`src/design/tpc_pkg.sv`:
```
`default_nettype none
package tpc_pkg;

    // special function register offsets
    localparam logic [7:0] SFR_CTRL = 8'h88;
    localparam logic [7:0] SFR_MODE = 8'h89;
    localparam logic [7:0] SFR_T0L  = 8'h8a;
    localparam logic [7:0] SFR_T1L  = 8'h8b;
    localparam logic [7:0] SFR_T0H  = 8'h8c;
    localparam logic [7:0] SFR_T1H  = 8'h8d;

    localparam logic [7:0] REG_RST  = 8'h00;

    // machine cycle and acknowledge timing
    localparam int unsigned STATES_PER_MC = 6;
    localparam int unsigned ACK_MC        = 2;
    localparam int unsigned ACK_CLKS      = ACK_MC * STATES_PER_MC;

    // synchronised pin vector layout; pins idle high
    localparam int unsigned NUM_PINS = 4;
    localparam int unsigned PIN_INT0 = 0;
    localparam int unsigned PIN_INT1 = 1;
    localparam int unsigned PIN_CNT0 = 2;
    localparam int unsigned PIN_CNT1 = 3;
    localparam logic [3:0]  PIN_RST  = 4'hf;

    typedef enum logic [2:0] {
        ST_S1 = 3'b000,
        ST_S2 = 3'b001,
        ST_S3 = 3'b010,
        ST_S4 = 3'b011,
        ST_S5 = 3'b100,
        ST_S6 = 3'b101
    } tpc_state_e;

    typedef enum logic [1:0] {
        MODE_13BIT  = 2'b00,
        MODE_16BIT  = 2'b01,
        MODE_RELOAD = 2'b10,
        MODE_SPLIT  = 2'b11
    } tpc_mode_e;

    // control register, bit 7 down to bit 0
    typedef struct packed {
        logic tf1;
        logic tr1;
        logic tf0;
        logic tr0;
        logic ie1;
        logic it1;
        logic ie0;
        logic it0;
    } tpc_ctrl_s;

    // mode register, bit 7 down to bit 0
    typedef struct packed {
        logic      timer1_gate;
        logic      ct1;
        tpc_mode_e m1;
        logic      timer0_gate;
        logic      ct0;
        tpc_mode_e m0;
    } tpc_mode_s;

    typedef struct packed {
        logic       rd;
        logic       wr;
        logic [7:0] addr;
        logic [7:0] wdata;
    } tpc_sfr_req_s;

    typedef struct packed {
        logic tf1;
        logic tf0;
        logic ie1;
        logic ie0;
    } tpc_req_s;

endpackage : tpc_pkg
`default_nettype wire

```
`src/design/tpc_timer_pair.sv`:
```
//Contract
//RULE1: timer1 overflow sets control bit 7
//RULE2: acknowledge clears overflow flag after two machine cycles
//RULE3: timer0 overflow sets control bit 5
//RULE4: bit 6 enables timer1, subject to gate
//RULE5: bit 4 enables timer0, subject to gate
//RULE6: detected int1 condition sets control bit 3
//RULE7: bit 2 picks falling edge or low level
//RULE8: detected int0 condition sets control bit 1
//RULE9: bit 0 picks falling edge or low level
//RULE10: timer1 gate needs int1 pin high
//RULE11: timer0 gate needs int0 pin high
//RULE12: mode bit 6 selects timer1 counter operation
//RULE13: mode bit 2 selects timer0 counter operation
//RULE14: mode 00 counts modulo 8192, 5-bit prescaler
//RULE15: mode 01 cascades full 16-bit counter
//RULE16: mode 10 reloads low byte from high
//RULE17: timer1 mode 11 freezes its count
//RULE18: timer0 mode 11 splits into two bytes
//RULE19: split high byte runs on timer1 run
//RULE20: split low byte uses timer0 gate, run
//RULE21: timer operation counts once per machine cycle
//RULE22: counter operation counts sampled pin falls
//RULE23: overflow set beats acknowledge clear
//RULE24: firmware write beats same-cycle hardware update
`timescale 1ns/10ps
`default_nettype none
module tpc_timer_pair
    import tpc_pkg::*;
(
    // clock and reset
    input  wire logic         i_clk_sys,
    input  wire logic         i_arst_n,
    input  wire logic         i_clk_en,
    // special function register access
    input  wire tpc_sfr_req_s i_sfr,
    output logic [7:0]        o_sfr_rdata,
    // cpu interrupt acknowledge
    input  wire logic         i_tf0_ack,
    input  wire logic         i_tf1_ack,
    // pins
    input  wire logic         i_ext_int0_pin,
    input  wire logic         i_ext_int1_pin,
    input  wire logic         i_t0_count_pin,
    input  wire logic         i_t1_count_pin,
    // status
    output tpc_req_s          o_req,
    output logic              o_t0_ovf,
    output logic              o_t1_ovf,
    output tpc_state_e        o_state
);
    tpc_state_e          state_q, state_d;
    tpc_ctrl_s           ctrl_q, ctrl_d;
    tpc_mode_s           mode_q, mode_d;
    logic [7:0]          t0l_q, t0l_d, t0h_q, t0h_d, t1l_q, t1l_d, t1h_q, t1h_d;
    logic                lovf0_q, lovf0_d, lovf1_q, lovf1_d, hovf0_q, hovf0_d;
    logic                t0ovf_q, t0ovf_d, t1ovf_q, t1ovf_d;
    logic [NUM_PINS-1:0] smp_q, smp_d, fall_q, fall_d, pin;
    logic [7:0]          rdata_q, rdata_d;
    logic                s1, s2, s3, s4, s5;
    logic                wr, wr_ctrl, run0, run1, inc0, inc1;
    logic                set0, set1, clr0, clr1;

    tpc_pin_sync u_sync (
        .i_clk_sys (i_clk_sys),
        .i_arst_n  (i_arst_n),
        .i_clk_en  (i_clk_en),
        .i_pins    ({i_t1_count_pin, i_t0_count_pin, i_ext_int1_pin, i_ext_int0_pin}),
        .o_pins    (pin)
    );

    tpc_ack_delay u_ack0 (
        .i_clk_sys (i_clk_sys),
        .i_arst_n  (i_arst_n),
        .i_clk_en  (i_clk_en),
        .i_ack     (i_tf0_ack),
        .o_clr     (clr0)                                              // [RULE2]
    );

    tpc_ack_delay u_ack1 (
        .i_clk_sys (i_clk_sys),
        .i_arst_n  (i_arst_n),
        .i_clk_en  (i_clk_en),
        .i_ack     (i_tf1_ack),
        .o_clr     (clr1)                                              // [RULE2]
    );

    // one machine cycle is six states
    always_comb begin
        unique case (state_q)
            ST_S1:   state_d = ST_S2;
            ST_S2:   state_d = ST_S3;
            ST_S3:   state_d = ST_S4;
            ST_S4:   state_d = ST_S5;
            ST_S5:   state_d = ST_S6;
            ST_S6:   state_d = ST_S1;
            default: state_d = ST_S1;
        endcase
    end

    assign s1      = i_clk_en && (state_q == ST_S1);
    assign s2      = i_clk_en && (state_q == ST_S2);
    assign s3      = i_clk_en && (state_q == ST_S3);
    assign s4      = i_clk_en && (state_q == ST_S4);
    assign s5      = i_clk_en && (state_q == ST_S5);
    assign wr      = i_clk_en && i_sfr.wr;
    assign wr_ctrl = wr && (i_sfr.addr == SFR_CTRL);

    assign run0 = ctrl_q.tr0 && (!mode_q.timer0_gate || pin[PIN_INT0]);   // [RULE5] [RULE11] [RULE20]
    assign run1 = ctrl_q.tr1 && (!mode_q.timer1_gate || pin[PIN_INT1]);   // [RULE4] [RULE10]
    // counter operation takes the fall seen in the previous machine cycle
    assign inc0 = run0 && (!mode_q.ct0 || fall_q[PIN_CNT0]);         // [RULE13] [RULE21] [RULE22]
    assign inc1 = run1 && (!mode_q.ct1 || fall_q[PIN_CNT1])          // [RULE12] [RULE21] [RULE22]
                  && (mode_q.m1 != MODE_SPLIT);                      // [RULE17]

    // flag raise strobes: timer0 at S2, timer1 at S4
    always_comb begin
        set0 = 1'b0;
        set1 = 1'b0;
        if (s2) begin
            if (mode_q.m0 == MODE_RELOAD || mode_q.m0 == MODE_SPLIT) begin
                set0 = lovf0_q;                                      // [RULE3] [RULE16] [RULE18]
            end else begin
                set0 = lovf0_q && (&t0h_q);                          // [RULE3] [RULE14] [RULE15]
            end
        end
        if (s4) begin
            if (mode_q.m0 == MODE_SPLIT && hovf0_q) begin
                set1 = 1'b1;                                         // [RULE18]
            end else if (mode_q.m1 == MODE_RELOAD) begin
                set1 = lovf1_q;                                      // [RULE1] [RULE16]
            end else if (mode_q.m1 != MODE_SPLIT) begin
                set1 = lovf1_q && (&t1h_q);                          // [RULE1] [RULE14] [RULE15]
            end
        end
    end

    always_comb begin
        ctrl_d  = ctrl_q;
        mode_d  = mode_q;
        t0l_d   = t0l_q;
        t0h_d   = t0h_q;
        t1l_d   = t1l_q;
        t1h_d   = t1h_q;
        lovf0_d = lovf0_q;
        lovf1_d = lovf1_q;
        hovf0_d = hovf0_q;
        smp_d   = smp_q;
        fall_d  = fall_q;
        t0ovf_d = set0;
        t1ovf_d = set1;
        // timer0 low byte at S1
        if (s1) begin
            lovf0_d = 1'b0;
            if (inc0) begin
                if (mode_q.m0 == MODE_13BIT) begin
                    t0l_d[4:0] = t0l_q[4:0] + 5'h01;                 // [RULE14]
                    lovf0_d    = &t0l_q[4:0];
                end else if (mode_q.m0 == MODE_RELOAD && (&t0l_q)) begin
                    t0l_d   = t0h_q;                                 // [RULE16]
                    lovf0_d = 1'b1;
                end else begin
                    t0l_d   = t0l_q + 8'h01;                         // [RULE15] [RULE20]
                    lovf0_d = &t0l_q;
                end
            end
        end
        // timer0 high byte at S2
        if (s2) begin
            hovf0_d = 1'b0;
            if (mode_q.m0 == MODE_SPLIT) begin
                if (ctrl_q.tr1) begin
                    t0h_d   = t0h_q + 8'h01;                         // [RULE19]
                    hovf0_d = &t0h_q;
                end
            end else if (mode_q.m0 != MODE_RELOAD && lovf0_q) begin
                t0h_d = t0h_q + 8'h01;                               // [RULE14] [RULE15]
            end
        end
        // timer1 low byte at S3
        if (s3) begin
            lovf1_d = 1'b0;
            if (inc1) begin
                if (mode_q.m1 == MODE_13BIT) begin
                    t1l_d[4:0] = t1l_q[4:0] + 5'h01;                 // [RULE14]
                    lovf1_d    = &t1l_q[4:0];
                end else if (mode_q.m1 == MODE_RELOAD && (&t1l_q)) begin
                    t1l_d   = t1h_q;                                 // [RULE16]
                    lovf1_d = 1'b1;
                end else begin
                    t1l_d   = t1l_q + 8'h01;                         // [RULE15]
                    lovf1_d = &t1l_q;
                end
            end
        end
        // timer1 high byte at S4
        if (s4 && lovf1_q && (mode_q.m1 == MODE_13BIT || mode_q.m1 == MODE_16BIT)) begin
            t1h_d = t1h_q + 8'h01;                                   // [RULE15]
        end
        // pins sampled once per machine cycle
        if (s5) begin
            smp_d  = pin;
            fall_d = smp_q & ~pin;                                   // [RULE22]
        end
        // external interrupt events
        if (s1) begin
            if (ctrl_q.it0 ? fall_q[PIN_INT0] : !pin[PIN_INT0]) begin
                ctrl_d.ie0 = 1'b1;                                   // [RULE8] [RULE9]
            end
            if (ctrl_q.it1 ? fall_q[PIN_INT1] : !pin[PIN_INT1]) begin
                ctrl_d.ie1 = 1'b1;                                   // [RULE6] [RULE7]
            end
        end
        // a level-mode event drops again once the pin returns high
        if (s2) begin
            if (!ctrl_q.it0 && pin[PIN_INT0]) begin
                ctrl_d.ie0 = 1'b0;                                   // [RULE9]
            end
            if (!ctrl_q.it1 && pin[PIN_INT1]) begin
                ctrl_d.ie1 = 1'b0;                                   // [RULE7]
            end
        end
        if (set0) begin
            ctrl_d.tf0 = 1'b1;                                       // [RULE3] [RULE23]
        end else if (clr0) begin
            ctrl_d.tf0 = 1'b0;                                       // [RULE2]
        end
        if (set1) begin
            ctrl_d.tf1 = 1'b1;                                       // [RULE1] [RULE23]
        end else if (clr1) begin
            ctrl_d.tf1 = 1'b0;                                       // [RULE2]
        end
        // firmware last so that its value stands at the end of the cycle
        if (wr) begin
            unique case (i_sfr.addr)
                SFR_CTRL: ctrl_d = tpc_ctrl_s'(i_sfr.wdata);         // [RULE24] [RULE4] [RULE5]
                SFR_MODE: mode_d = tpc_mode_s'(i_sfr.wdata);
                SFR_T0L:  t0l_d  = i_sfr.wdata;                      // [RULE24]
                SFR_T1L:  t1l_d  = i_sfr.wdata;                      // [RULE24]
                SFR_T0H:  t0h_d  = i_sfr.wdata;                      // [RULE24]
                SFR_T1H:  t1h_d  = i_sfr.wdata;                      // [RULE24]
                default: ;
            endcase
        end
    end

    // register read, unmapped offsets return zero
    always_comb begin
        rdata_d = rdata_q;
        if (i_clk_en && i_sfr.rd) begin
            unique case (i_sfr.addr)
                SFR_CTRL: rdata_d = ctrl_q;
                SFR_MODE: rdata_d = mode_q;
                SFR_T0L:  rdata_d = t0l_q;
                SFR_T1L:  rdata_d = t1l_q;
                SFR_T0H:  rdata_d = t0h_q;
                SFR_T1H:  rdata_d = t1h_q;
                default:  rdata_d = 8'h00;
            endcase
        end
    end

    always_ff @(posedge i_clk_sys or negedge i_arst_n) begin
        if (!i_arst_n) begin
            state_q <= ST_S1;
            ctrl_q  <= tpc_ctrl_s'(REG_RST);
            mode_q  <= tpc_mode_s'(REG_RST);
            t0l_q   <= REG_RST;
            t0h_q   <= REG_RST;
            t1l_q   <= REG_RST;
            t1h_q   <= REG_RST;
            lovf0_q <= 1'b0;
            lovf1_q <= 1'b0;
            hovf0_q <= 1'b0;
            t0ovf_q <= 1'b0;
            t1ovf_q <= 1'b0;
            smp_q   <= PIN_RST;
            fall_q  <= '0;
            rdata_q <= REG_RST;
        end else if (i_clk_en) begin
            state_q <= state_d;
            ctrl_q  <= ctrl_d;
            mode_q  <= mode_d;
            t0l_q   <= t0l_d;
            t0h_q   <= t0h_d;
            t1l_q   <= t1l_d;
            t1h_q   <= t1h_d;
            lovf0_q <= lovf0_d;
            lovf1_q <= lovf1_d;
            hovf0_q <= hovf0_d;
            t0ovf_q <= t0ovf_d;
            t1ovf_q <= t1ovf_d;
            smp_q   <= smp_d;
            fall_q  <= fall_d;
            rdata_q <= rdata_d;
        end
    end

    assign o_sfr_rdata = rdata_q;
    assign o_req       = '{tf1: ctrl_q.tf1, tf0: ctrl_q.tf0, ie1: ctrl_q.ie1, ie0: ctrl_q.ie0};
    assign o_t0_ovf    = t0ovf_q;
    assign o_t1_ovf    = t1ovf_q;
    assign o_state     = state_q;
endmodule : tpc_timer_pair
`default_nettype wire

```
`src/design/tpc_pin_sync.sv`:
```
`timescale 1ns/10ps
`default_nettype none
module tpc_pin_sync
    import tpc_pkg::*;
(
    // clock and reset
    input  wire logic                i_clk_sys,
    input  wire logic                i_arst_n,
    input  wire logic                i_clk_en,
    // pins
    input  wire logic [NUM_PINS-1:0] i_pins,
    output logic      [NUM_PINS-1:0] o_pins
);
    logic [NUM_PINS-1:0] s1_q, s2_q, s3_q, filt_q;
    logic [NUM_PINS-1:0] filt_d;

    // a level is taken only once the two later stages agree
    always_comb begin
        filt_d = (~(s2_q ^ s3_q) & s3_q) | ((s2_q ^ s3_q) & filt_q);
    end

    always_ff @(posedge i_clk_sys or negedge i_arst_n) begin
        if (!i_arst_n) begin
            s1_q   <= PIN_RST;
            s2_q   <= PIN_RST;
            s3_q   <= PIN_RST;
            filt_q <= PIN_RST;
        end else if (i_clk_en) begin
            s1_q   <= i_pins;
            s2_q   <= s1_q;
            s3_q   <= s2_q;
            filt_q <= filt_d;
        end
    end

    assign o_pins = filt_q;
endmodule : tpc_pin_sync
`default_nettype wire

```
`src/design/tpc_ack_delay.sv`:
```
`timescale 1ns/10ps
`default_nettype none
module tpc_ack_delay
    import tpc_pkg::*;
(
    // clock and reset
    input  wire logic i_clk_sys,
    input  wire logic i_arst_n,
    input  wire logic i_clk_en,
    // acknowledge in, clear strobe out
    input  wire logic i_ack,
    output logic      o_clr
);
    localparam logic [3:0] DLY = 4'(ACK_CLKS);
    logic [3:0] cnt_q, cnt_d;

    // a repeated acknowledge restarts the wait
    always_comb begin
        cnt_d = cnt_q;
        if (i_ack) begin
            cnt_d = DLY;
        end else if (cnt_q != 4'h0) begin
            cnt_d = cnt_q - 4'h1;
        end
    end

    always_ff @(posedge i_clk_sys or negedge i_arst_n) begin
        if (!i_arst_n) begin
            cnt_q <= 4'h0;
        end else if (i_clk_en) begin
            cnt_q <= cnt_d;
        end
    end

    assign o_clr = i_clk_en && !i_ack && (cnt_q == 4'h1);
endmodule : tpc_ack_delay
`default_nettype wire

```
`config.mk`:
```
export PLATFORM = sky130hd
export DESIGN_NAME = tpc_timer_pair
export DESIGN_NICKNAME = d
export VERILOG_FILES = /design/src/design/tpc_pkg.sv /design/src/design/tpc_timer_pair.sv /design/src/design/tpc_pin_sync.sv /design/src/design/tpc_ack_delay.sv
export SDC_FILE = /design/constraint.sdc
export NUM_CORES = 1
export LEC_CHECK = 0
export ABC_AREA = 0
export BUFFER_PORTS_ARGS = -buffer_cell sky130_fd_sc_hd__buf_2
export CAP_MARGIN = 20
export CORE_AREA = 2 2 103 144
export DETAILED_ROUTE_END_ITERATION = 12
export DIE_AREA = 0 0 105 146
export PLACE_DENSITY_LB_ADDON = 0.25
export SYNTH_ARGS = -nofsm -noshare
export SYNTH_HDL_FRONTEND = slang
export SYNTH_SLANG_ARGS = --single-unit
export TNS_END_PERCENT = 30
```
`constraint.sdc`:
```
create_clock -name i_clk_sys -period 5.4 [get_ports i_clk_sys]
set_input_delay 1.08 -clock i_clk_sys [delete_from_list [all_inputs] [get_ports i_clk_sys]]
set_output_delay 1.08 -clock i_clk_sys [all_outputs]
set_load 0.05 [all_outputs]
```
==> results.toml <==
[run_status]
outcome = "finished clean"

[sta]
fin_hold_ws_ns = 0.4737
setup_tns_ns = 0
skew_ns = 0.008842
drv_slew = 0
worst_slew_pin_slew_ns = 0.9230
grt_setup_unrepaired = "no"
slew_headroom = 0.3847
hold_violations = 0
fmax_mhz = 325.7
period_minus_slack_ns = 3.070
setup_viol = 0
finalCritPeriodShare = 0.5685

[power]
power_density_nw_per_um2 = 347.2
leakagePower_nw = 2.620
ir_drop_mv = 0.2797
finalPower_mw = 2.155

[die]
die_area_um2 = 15330
die_x_um = 105
placementRows = 51
start_util = 0.3953
die_y_um = 146
coreArea_um2 = 13910
io_pins = 44

[yosys]
yosys.cell_types.count = 71
yosys_warnings = 0
synthArstFlopShare = 1.000
syn_nets = 598
synth_top_area_cell = "dfrtp_1"
yosysTopAreaCellShare = 0.3458
syn_avg_cell_area_um2 = 9.837
syn_area_um2 = 5499
ys_top_cells_by_area = "dfrtp_1, dfstp_2, mux2_2"
synth_edf_count = 0
netlist_instances = 559
yosysSeqAreaShare = 0.4414
ys.flop_type = "dfrtp_1"
ys_ff_latch = 96

[final_layout]
final_util = 0.4461
drive_gt1_frac = 0.2226
final_common_cell = "dfrtp_1"
final_cell_mix = "dfrtp_1, nand2_1, o21ai_0"
areaGrowthSynthToFinish_pct = 12.86
final_nets = 627
diodes = 0
fillers = 1398

[worst_setup_path]
r2r_start = "o_state[1]$_DFFE_PN0P_"
arrival_ns = 3.34
required_ns = 5.67
cp_max_fo = 30
r2r_end = "t0l_q[7]$_DFFE_PN0P_"
critPathLaunchType = "input port"
ff2ff_path_depth = 5
crit_type = "input port to register"
reg2reg_slack_ns = 3.09
critPathCaptureType = "register"

[clock_network]
cts-hold-fix-buffers = 0
post_cts_buffers = 0
clockRootBuffer = "clkbuf_16"
clk_transition_reported_paths_ns = 0.07
clk_latency_ns = 0.35
cts_sinks = 96
cts_resized = 0
htree_num_levels = 3
cts_tree = "built"
cts_buffers = 9
clockBufferDepth = 2

[detailed_routing]
drc = 0
via_count = 4536
antenna_left = 0
wl_um = 14810
drtIter0Drc = 339
firstDrtPassIters = 5
wire_per_inst_um = 19.03
via_per_inst = 5.830

[global_routing]
grtUsageTotal = 0.1975
first_global_vias = 4350
grt-ovfl-total = 0
antenna_found_initial = 0
grt_max_degree = 71
grt_pass1_wl_um = 23600

[hold_path]
worstHoldStart = "fall_q[1]$_DFFE_PN0P_"
min_path_type = "register to register"
whs_endpoint = "fall_q[1]$_DFFE_PN0P_"
hold_depth = 2

[run]
drv_cap = 0

[place]
hpwlAfterDp_um = 10830
place.port_buffers = 43
globalplace.congestion = 0.9001
## flip-flops by register name (all words and copies together) (netlist names), 3 cells and up, named ones only
name	flops
ctrl_q	4
fall_q	4
mode_q	8
o_req	4
o_sfr_rdata	8
o_state	3
smp_q	4
t0h_q	8
t0l_q	8
t1h_q	8
t1l_q	8
u_ack0.cnt_q	4
u_ack1.cnt_q	4
u_sync.s1_q	4
u_sync.s2_q	4
u_sync.s3_q	4
## report_power, final
part | internal (mW) | total, mW | switching (mW)
clock network | 0.468 | 0.757 | 0.289
logic | 0.164 | 0.410 | 0.246
registers | 0.854 | 0.988 | 0.133
total | 1.49 | 2.15 | 0.669
## kinds of logic (layout without fill, tap and decap cells)
logic type	after synthesis	count (layout)	share of synthesized area
simple gates	186	186	0.1920
compound gates	150	150	0.1738
flops	96	96	0.4414
buf+inv	53	87	0.04027
mux	48	48	0.1028
xor+xnor	14	14	0.02230
fa+ha+maj	12	12	0.02730
## cell usage after synthesis (all sizes together) (5+ instances only)
cell type  instances
o211ai             5
mux2              28
o21ai             48
nor4b              7
dfrtp             76
mux2i             16
ha                12
inv               22
nand4              9
a221oi             7
dfstp             20
nand2             70
a21oi             32
nor2              22
a211oi             6
nor3b              6
xor2               8
clkbuf            21
nor3              12
nand2b            13
xnor2              6
o31ai              8
o22ai             11
nand3             13
a21o               7
and3               8
buf               10
## metal layers
layer	routed length, um	part of all wire	vias to the layer above	GRT usage
li1	-	-	2110	-
met1	6214	0.42	2233	0.2414
met2	7285	0.49	161	0.3354
met3	691	0.047	32	0.03403
met4	616	0.042	0	0.09533
met5	0	0	-	0
## area by class of cell
class / count / area (um2) / area share
well taps: 185 / 231.5 / 0.03730
inverters: 22 / 82.58 / 0.01331
repair buffers: 49 / 260.3 / 0.04194
multi-input cells: 410 / 2850 / 0.4593
flip-flops and latches: 96 / 2427 / 0.3911
clock inverters: 6 / 115.1 / 0.01855
clock buffers: 10 / 239.0 / 0.03851
## how the worst max path moves through the flow
stage | slack (ns) | endpoint | depth (start not counted) | start
finish | 2.33 | t0h_q[7]$_DFFE_PN0P_ | 7 | i_clk_en
global placement | 2.02 | t0h_q[5]$_DFFE_PN0P_ | 6 | i_clk_en
global route | 2.12 | t0h_q[5]$_DFFE_PN0P_ | 7 | i_clk_en
CTS | 2.38 | t0h_q[5]$_DFFE_PN0P_ | 6 | i_clk_en
floorplan | 2.66 | ctrl_q[6]$_DFFE_PN0P_ | 4 | i_sfr[14]
detailed placement | 2.01 | t0h_q[5]$_DFFE_PN0P_ | 6 | i_clk_en
## worst max-delay path, stage by stage
cell,delay (ns)
buf_2,0.46
buf_4,0.36
nand4bb_1,0.36
a211oi_1,0.60
nand3_1,0.16
xor2_1,0.17
a21oi_1,0.15
## through the flow
stage	instances	setup slack [ns]	instance area, um2
floorplan	559	2.660	5499
global placement	760	2.017	5839
detailed placement	761	2.015	5844
CTS	777	2.383	6198
global route	778	2.119	6206
finish	778	2.330	6206
Power figures use the tool's default switching activity.
